===== config.mk =====
export PLATFORM = sky130hd
export DESIGN_NAME = pcsu_core
export DESIGN_NICKNAME = d
export VERILOG_FILES = /design/src/pcsu_pkg.sv /design/src/pcsu_core.sv /design/src/pcsu_stack_mem.sv
export SDC_FILE = /design/constraint.sdc
export NUM_CORES = 1
export LEC_CHECK = 0
export BUFFER_PORTS_ARGS = -buffer_cell sky130_fd_sc_hd__buf_2
export CORE_AREA = 2 2 118 120
export CTS_BUF_LIST = sky130_fd_sc_hd__clkbuf_4
export DETAILED_ROUTE_END_ITERATION = 7
export DIE_AREA = 0 0 120 122
export PLACE_DENSITY = 0.87
export SLEW_MARGIN = 0
export SYNTH_ARGS = -nofsm -noshare
export SYNTH_HDL_FRONTEND = slang
export SYNTH_HIERARCHICAL = 1
export SYNTH_SLANG_ARGS = --single-unit
export TNS_END_PERCENT = 5

===== constraint.sdc =====
create_clock -name pclk -period 3.9 [get_ports pclk]
set_input_delay 0 -clock pclk [delete_from_list [all_inputs] [get_ports pclk]]
set_output_delay 0 -clock pclk [all_outputs]
set_load 0.03 [all_outputs]

===== src/pcsu_pkg.sv =====
// Package: constants and carrier types for the program counter and stack unit
package pcsu_pkg;
  localparam int PCSU_PC_W = 13;
  localparam int PCSU_STACK_DEPTH = 8;
  localparam int PCSU_SP_W = 3;
  localparam int PCSU_JMP_W = 11;
  localparam logic [12:0] PCSU_PC_RST = 13'h0000;
  localparam logic [2:0] PCSU_SP_RST = 3'h0;
  localparam logic [7:0] PCSU_LATCH_RST = 8'h00;
  localparam logic [7:0] PCSU_FSR_RST = 8'h00;
  localparam logic [31:0] PCSU_IDX_RST = 32'h0000_0000;
  // Register byte addresses on APB
  localparam logic [11:0] PCSU_OFF_PCL = 12'h000;
  localparam logic [11:0] PCSU_OFF_LATCH = 12'h004;
  localparam logic [11:0] PCSU_OFF_FSR = 12'h008;
  localparam logic [11:0] PCSU_OFF_BANK = 12'h00c;
  localparam logic [11:0] PCSU_OFF_IND = 12'h010;
  localparam logic [11:0] PCSU_OFF_IADDR = 12'h014;
  localparam logic [11:0] PCSU_OFF_SP = 12'h018;
  // Indirect data port location in data space
  localparam logic [7:0] PCSU_IND_ADDR = 8'h00;
  localparam logic [7:0] PCSU_IND_READ = 8'h00;
  localparam int PCSU_BANK_BIT = 4;
  localparam int PCSU_PAGE_HI = 4;
  localparam int PCSU_PAGE_LO = 3;

  typedef enum logic [2:0] {
    PCSU_OP_NONE,
    PCSU_OP_STEP,
    PCSU_OP_JUMP,
    PCSU_OP_CALL,
    PCSU_OP_INTR,
    PCSU_OP_RET
  } pcsu_op_t;

  typedef struct packed {
    pcsu_op_t op;
    logic [10:0] target;
    logic [12:0] vector;
  } pcsu_flow_t;

  typedef struct packed {
    logic en;
    logic [8:0] addr;
    logic [7:0] wdata;
    logic wr;
  } pcsu_dreq_t;
endpackage


===== src/pcsu_core.sv =====
// Program counter, return stack and indirect addressing unit
// Functional notes
// - 13-bit program counter gives next fetch address
// - Any reset clears whole program counter
// - Low byte accessible; upper bits only via latch
// - Low byte write loads upper bits from latch
// - Low byte wrap on a step carries into upper bits
// - Jumps: 11 bits opcode, two from latch
// - Call or interrupt pushes full return address
// - Returns pop full address, ignore latch
// - Eight 13-bit entries, pointer hidden from software
// - Push and pop leave latch untouched
// - Ninth push overwrites first entry, circularly
// - No overflow or underflow flags
// - Indirect port has no storage, uses pointer
// - Port selecting itself reads zero, write ignored
// - Indirect address is bank bit plus pointer
// - Push and pop only from flow events
//
// The APB slave port and the placing of the registers are this design's own decisions.
`timescale 1ns/100ps
`default_nettype none
module pcsu_core
  import pcsu_pkg::*;
#(
  parameter int DEPTH = PCSU_STACK_DEPTH
) (
  input wire logic pclk,
  input wire logic presetn,
  input wire logic [11:0] paddr,
  input wire logic psel,
  input wire logic penable,
  input wire logic pwrite,
  input wire logic [31:0] pwdata,
  output logic [31:0] prdata,
  output logic pready,
  output logic pslverr,
  input wire pcsu_flow_t flow,
  input wire logic [7:0] data_rdata,
  output logic [12:0] fetch_addr,
  output pcsu_dreq_t data_req
);
  ////////////////////////////////////////////////////////////////////////
  // Flow state
  typedef enum logic [1:0] {
    PCSU_ST_IDLE,
    PCSU_ST_POP,
    PCSU_ST_IND
  } pcsu_state_t;

  pcsu_state_t state_r, state_nxt;
  logic [12:0] pc_r, pc_nxt;
  logic [7:0] latch_r;
  logic [7:0] fsr_r;
  logic bank_r;
  logic [2:0] sp_r, sp_nxt;
  logic [31:0] prdata_r, prdata_nxt;
  logic pready_r, pready_nxt;
  logic pslverr_r;
  pcsu_dreq_t dreq_r, dreq_nxt;
  logic [12:0] stk_rdata;

  function automatic logic [2:0] sp_step(input logic [2:0] sp, input logic up);
    sp_step = up ? 3'(sp + 3'h1) : 3'(sp - 3'h1);
  endfunction

  ////////////////////////////////////////////////////////////////////////
  // APB decode
  wire apb_setup = psel && !penable;
  wire apb_acc = psel && penable && !pready_r && state_r == PCSU_ST_IDLE;
  wire wr_acc = apb_acc && pwrite;
  wire rd_acc = apb_acc && !pwrite;
  wire hit_pcl = paddr == PCSU_OFF_PCL;
  wire hit_latch = paddr == PCSU_OFF_LATCH;
  wire hit_fsr = paddr == PCSU_OFF_FSR;
  wire hit_bank = paddr == PCSU_OFF_BANK;
  wire hit_ind = paddr == PCSU_OFF_IND;
  wire hit_iaddr = paddr == PCSU_OFF_IADDR;
  wire hit_sp = paddr == PCSU_OFF_SP;
  wire hit_any = hit_pcl | hit_latch | hit_fsr | hit_bank | hit_ind | hit_iaddr;
  // Stack pointer offset answers as unmapped so software cannot see it
  wire bad_addr = !hit_any || hit_sp;
  wire pcl_wr = wr_acc && hit_pcl;
  wire [8:0] ind_addr = {bank_r, fsr_r};
  wire ind_self = fsr_r == PCSU_IND_ADDR;
  wire ind_acc = apb_acc && hit_ind;

  ////////////////////////////////////////////////////////////////////////
  // Flow decode
  wire is_push = flow.op == PCSU_OP_CALL || flow.op == PCSU_OP_INTR;
  wire is_pop = flow.op == PCSU_OP_RET;
  wire [12:0] page_tgt = {latch_r[PCSU_PAGE_HI:PCSU_PAGE_LO], flow.target};
  wire [12:0] ret_addr = 13'(pc_r + 13'h1);
  wire [12:0] pcl_load = {latch_r[4:0], pwdata[7:0]};
  wire [2:0] pop_sp = sp_step(sp_r, 1'b0);

  pcsu_stack_mem #(.DEPTH(DEPTH)) u_mem (
    .pclk(pclk),
    .presetn(presetn),
    .we(is_push && state_r == PCSU_ST_IDLE && !pcl_wr),
    .waddr(sp_r),
    .wdata(ret_addr),
    .raddr(pop_sp),
    .rdata(stk_rdata)
  );

  ////////////////////////////////////////////////////////////////////////
  // Next state
  always_comb begin
    pc_nxt = pc_r;
    sp_nxt = sp_r;
    state_nxt = state_r;
    case (state_r)
      PCSU_ST_IDLE: begin
        if (pcl_wr) begin
          pc_nxt = pcl_load;
        end else begin
          case (flow.op)
            PCSU_OP_STEP: pc_nxt = ret_addr;
            PCSU_OP_JUMP: pc_nxt = page_tgt;
            PCSU_OP_CALL: begin
              pc_nxt = page_tgt;
              sp_nxt = sp_step(sp_r, 1'b1);
            end
            PCSU_OP_INTR: begin
              pc_nxt = flow.vector;
              sp_nxt = sp_step(sp_r, 1'b1);
            end
            PCSU_OP_RET: begin
              sp_nxt = pop_sp;
              state_nxt = PCSU_ST_POP;
            end
            default: pc_nxt = pc_r;
          endcase
        end
        if (ind_acc && !ind_self) begin
          state_nxt = PCSU_ST_IND;
        end
      end
      PCSU_ST_POP: begin
        pc_nxt = stk_rdata;
        state_nxt = PCSU_ST_IDLE;
      end
      PCSU_ST_IND: state_nxt = PCSU_ST_IDLE;
      default: state_nxt = PCSU_ST_IDLE;
    endcase
  end

  ////////////////////////////////////////////////////////////////////////
  // Indirect requests and APB answer
  always_comb begin
    dreq_nxt = '0;
    prdata_nxt = PCSU_IDX_RST;
    pready_nxt = 1'b0;
    if (ind_acc && !ind_self) begin
      dreq_nxt.en = 1'b1;
      dreq_nxt.addr = ind_addr;
      dreq_nxt.wr = pwrite;
      dreq_nxt.wdata = pwdata[7:0];
    end else if (state_r == PCSU_ST_IND) begin
      pready_nxt = 1'b1;
      prdata_nxt = {24'h000000, data_rdata};
    end else if (apb_acc) begin
      pready_nxt = 1'b1;
      if (!pwrite) begin
        case (1'b1)
          hit_pcl: prdata_nxt = {24'h000000, pc_r[7:0]};
          hit_latch: prdata_nxt = {24'h000000, latch_r};
          hit_fsr: prdata_nxt = {24'h000000, fsr_r};
          hit_bank: prdata_nxt = {31'h00000000, bank_r};
          hit_ind: prdata_nxt = {24'h000000, PCSU_IND_READ};
          hit_iaddr: prdata_nxt = {23'h000000, ind_addr};
          default: prdata_nxt = PCSU_IDX_RST;
        endcase
      end
    end
  end

  ////////////////////////////////////////////////////////////////////////
  // Registers
  always_ff @(posedge pclk or negedge presetn) begin
    if (!presetn) begin
      pc_r <= PCSU_PC_RST;
      sp_r <= PCSU_SP_RST;
      state_r <= PCSU_ST_IDLE;
    end else begin
      pc_r <= pc_nxt;
      sp_r <= sp_nxt;
      state_r <= state_nxt;
    end
  end

  // Latch written only by software, never by push or pop
  always_ff @(posedge pclk or negedge presetn) begin
    if (!presetn) begin
      latch_r <= PCSU_LATCH_RST;
      fsr_r <= PCSU_FSR_RST;
      bank_r <= 1'b0;
    end else if (wr_acc) begin
      if (hit_latch) latch_r <= pwdata[7:0];
      if (hit_fsr) fsr_r <= pwdata[7:0];
      if (hit_bank) bank_r <= pwdata[0];
    end
  end

  always_ff @(posedge pclk or negedge presetn) begin
    if (!presetn) begin
      prdata_r <= PCSU_IDX_RST;
      pready_r <= 1'b0;
      pslverr_r <= 1'b0;
      dreq_r <= '0;
    end else begin
      prdata_r <= prdata_nxt;
      pready_r <= pready_nxt;
      pslverr_r <= apb_acc && bad_addr && !apb_setup;
      dreq_r <= dreq_nxt;
    end
  end

  // No overflow or underflow flag exists anywhere in this unit
  assign prdata = prdata_r;
  assign pready = pready_r;
  assign pslverr = pslverr_r;
  assign fetch_addr = pc_r;
  assign data_req = dreq_r;
endmodule
`default_nettype wire


===== src/pcsu_stack_mem.sv =====
// Eight-entry return address memory with registered read data
`timescale 1ns/100ps
`default_nettype none
module pcsu_stack_mem
  import pcsu_pkg::*;
#(
  parameter int DEPTH = PCSU_STACK_DEPTH,
  parameter int AW = PCSU_SP_W,
  parameter int DW = PCSU_PC_W
) (
  input wire logic pclk,
  input wire logic presetn,
  input wire logic we,
  input wire logic [AW-1:0] waddr,
  input wire logic [DW-1:0] wdata,
  input wire logic [AW-1:0] raddr,
  output logic [DW-1:0] rdata
);
  logic [DW-1:0] mem [DEPTH];

  // Storage needs no reset; a stale pop returns whatever is held
  always_ff @(posedge pclk) begin
    if (we) begin
      mem[waddr] <= wdata;
    end
  end

  always_ff @(posedge pclk or negedge presetn) begin
    if (!presetn) begin
      rdata <= '0;
    end else begin
      rdata <= mem[raddr];
    end
  end
endmodule
`default_nettype wire

==> impl_metrics.env <==
export IMPL_post_cts_buffers=0
export IMPL_syn_area_um2=8200
export IMPL_grt_pass1_wl_um=29300
export IMPL_areaGrowthSynthToFinish_pct=16.1
export IMPL_track_usage_pct=27.4
export IMPL_critical_path_required_ns=4.44
export IMPL_cp_arrival_ns=3.67
export IMPL_io_pins=150
export IMPL_ys_warn_count=6
export IMPL_synthCells=581
export IMPL_numCtsBuffers=17
export IMPL_initial_utilization_pct=60.7
export IMPL_path_class="reg2reg"
export IMPL_setup_viol=0
export IMPL_path_cells="nor2_1 > nand4b_1 > or2_0 > a2111oi_0 > a21o_1 > dlygate4sd3_1"
export IMPL_wl_um=19400
export IMPL_grt_overflow=0
export IMPL_hold_class="in2reg"
export IMPL_maxCapViolCount=0
export IMPL_cts_sinks=182
export IMPL_maxSlewViolCount=0
export IMPL_p_total_mw=5.18
export IMPL_dieWidth_um=120
export IMPL_cts_tree="done"
export IMPL_fin_skew_ns=0.0215
export IMPL_post_route_period_util_pct=80.4
export IMPL_startpoint_type="register"
export IMPL_min_path_cells=6
export IMPL_multiInputGateArea_um2=2840
export IMPL_reg2reg_to="prdata[0]$_DFF_PN0_"
export IMPL_rrSetupSlack_ns=0.77
export IMPL_clk_pin_slew_ns=0.15
export IMPL_worstSetupStartpoint="state_r[0]$_DFFE_PN0P_"
export IMPL_rows=43
export IMPL_grt_antenna_before_repair=0
export IMPL_endpoint_kind="register"
export IMPL_powerDensity_nw_per_um2=545
export IMPL_via_per_inst=5.90
export IMPL_ys_seq_area_share_pct=61.9
export IMPL_place_hpwl_um=12900
export IMPL_reg2reg_depth=6
export IMPL_ys_async_sr_fraction_pct=42.9
export IMPL_cts_root_buf="clkbuf_4"
export IMPL_ant_nets=0
export IMPL_htreeDepth=4
export IMPL_syn_area_per_cell_um2=14.1
export IMPL_fill_cells=902
export IMPL_rsz0062_at_grt="false"
export IMPL_drtPass1Iterations=6
export IMPL_drive_above_1_share_pct=25.8
export IMPL_port_buffers=102
export IMPL_final_nets=814
export IMPL_ys_seq_elements=182
export IMPL_die_h_um=122
export IMPL_grt_max_degree=79
export IMPL_core_area_um2=13500
export IMPL_synth_distinct_cells=59
export IMPL_tightestPinTransition_ns=0.959
export IMPL_place_congestion=0.923
export IMPL_final_hold_viol_count=0
export IMPL_die_area_um2=14600
export IMPL_slew_headroom_pct=36.1
export IMPL_path_max_fanout=23
export IMPL_min_to="fetch_addr[1]$_DFFE_PN0P_"
export IMPL_tns_ns=0
export IMPL_ys_flop_type="edfxtp_1"
export IMPL_irDropWorstVdd_v=0.000344
export IMPL_clock_path_buffers=2
export IMPL_crit_slowest_cell="dfrtp_1"
export IMPL_seq_area_um2=5070
export IMPL_num_vias=5425
export IMPL_outcome="finished clean"
export IMPL_r2r_start="state_r[0]$_DFFE_PN0P_"
export IMPL_p_leak_nw=3.92
export IMPL_slowest_delay_ns=0.72
export IMPL_fmaxAchievable_mhz=319
export IMPL_drtIter0Drc=534
export IMPL_antenna_cells=0
export IMPL_grt_pass1_vias=5297
export IMPL_worstHoldStart="flow[14]"
export IMPL_route_detailed_wl_per_inst_um=21.1
export IMPL_clock_latency_ns=0.59
export IMPL_period_needed_ns=3.13
export IMPL_drcViolationCount=0
export IMPL_synth_edf_count=104
-- cells by family after synthesis --
family / synth area share (%)
compound gates: 7.47
other cells: 0.0458
fa+ha+maj: 0.458
flops: 61.9
mux: 13.6
simple gates: 10.4
xor+xnor: 1.60
buf+inv: 4.55
-- through the flow --
stage               setup slack (ns)  hold slack [ns]  cells  area, um^2  util (%)
floorplan                       1.22           -0.296    603        8280         -
global placement                1.36            0.197    845        8790      65.1
detailed placement              1.27            0.210    845        8790      65.1
CTS                            0.807          0.00554    920        9510      70.4
global route                   0.603           0.0258    920        9510      70.4
finish                         0.766           0.0516    920        9510      70.4
-- critical path: cells and delay by family, from the launching register on --
kind	cells	cell delay [ns]
buf+inv	1	0.54
flops	1	0.72
compound gates	2	0.60
simple gates	3	1.22
-- worst max-delay path by stage --
| stage | endpoint | slack, ns |
|---|---|---|
| 2_1_floorplan | u_mem/mem[0][0]$_DFFE_PP_ | 1.22 |
| 3_3_place_gp | u_mem/mem[0][7]$_DFFE_PP_ | 1.36 |
| 3_5_place_dp | u_mem/mem[0][8]$_DFFE_PP_ | 1.27 |
| 4_1_cts | prdata[0]$_DFF_PN0_ | 0.81 |
| 5_1_grt | prdata[0]$_DFF_PN0_ | 0.60 |
| 6_report | prdata[0]$_DFF_PN0_ | 0.77 |
-- cells in the mapped netlist, drive strengths merged, types with 2 or more instances --
cell type    n  share of area [%]
and3         2               0.15
nand4        4               0.31
inv         12               0.55
o22a         2               0.21
nor3b        4               0.37
a221oi       3               0.32
nor3        10               0.61
o21ai       25                1.5
a211oi       5               0.46
and2        20                1.5
clkbuf      12               0.56
or2          2               0.15
a31oi        9               0.69
nor2b        5               0.38
nand3b       2               0.18
nand2       43                2.0
ha           3               0.46
a2bb2oi      2               0.21
mux2        31                4.3
o211ai       7               0.64
buf         41                3.4
xor2         8               0.85
nand2b       7               0.53
a21o         2               0.18
mux2i        9                1.1
and4         2               0.21
nor2        37                1.9
a22oi        7               0.64
mux4        26                8.2
o31ai        2               0.18
xnor2        7               0.75
edfxtp     104                 38
a2111oi      3               0.40
nand3        9               0.67
dfrtp       78                 24
nand4b       2               0.40
nor4         7               0.90
a21oi       15               0.96
a211o        5               0.53
-- layout by cell type, fill, tap and decap left out, drive strengths merged, types with 3 or more instances in the layout --
| master | n |
|---|---|
| buf | 115 |
| edfxtp | 104 |
| dfrtp | 78 |
| dlygate4sd3 | 43 |
| nand2 | 43 |
| nor2 | 37 |
| mux2 | 31 |
| mux4 | 26 |
| o21ai | 25 |
| conb | 23 |
| and2 | 20 |
| inv | 20 |
| clkbuf | 17 |
| a21oi | 15 |
| nor3 | 10 |
| mux2i | 9 |
| a31oi | 9 |
| nand3 | 9 |
| xor2 | 8 |
| xnor2 | 7 |
| nand2b | 7 |
| a22oi | 7 |
| o211ai | 7 |
| nor4 | 7 |
| nor2b | 5 |
| a211oi | 5 |
| a211o | 5 |
| nand4 | 4 |
| nor3b | 4 |
| a221oi | 3 |
| ha | 3 |
| a2111oi | 3 |
| clkinvlp | 3 |
| clkinv | 3 |
-- metal layers --
metal	wire (um)	track usage [%]	vias up	part of all wire, %
met5	0	0	-	0
met4	448	9.63	0	2.3
met3	1340	5.95	42	6.9
met2	9990	47.7	311	51
met1	7670	34.1	2630	39
li1	-	-	2442	-
-- sequential cells by signal, summed over array words and instances, names as in the netlist --
name and cells:
u_mem/mem 104, sp_r 3, u_mem/rdata 13, data_req 19, state_r 2, prdata 9
pready 1, fsr_r 8, fetch_addr 13, latch_r 8, bank_r 1, pslverr 1
-- final cells by class --
cell class / count / area share, %
clock inverters: 15 / 1.70
clock buffers: 17 / 1.34
inverters: 12 / 0.473
flip-flops and latches: 182 / 53.3
multi-input cells: 356 / 29.8
well taps: 180 / 2.37
repair buffers: 158 / 10.9
-- where the power goes --
group          internal, mW  switching, mW  leakage (nW)  total [mW]
registers              2.37          0.164          1.95        2.54
logic                 0.705          0.904          1.83        1.61
clock network         0.344          0.690         0.149        1.03
-- timing repair --
action,in CTS,in global routing
endpoints found under the hold margin,131,0
gates resized for setup,0,0
hold buffers,43,0
endpoints found under the setup margin,0,0
No activity file was read; power rests on OpenSTA's default activity.
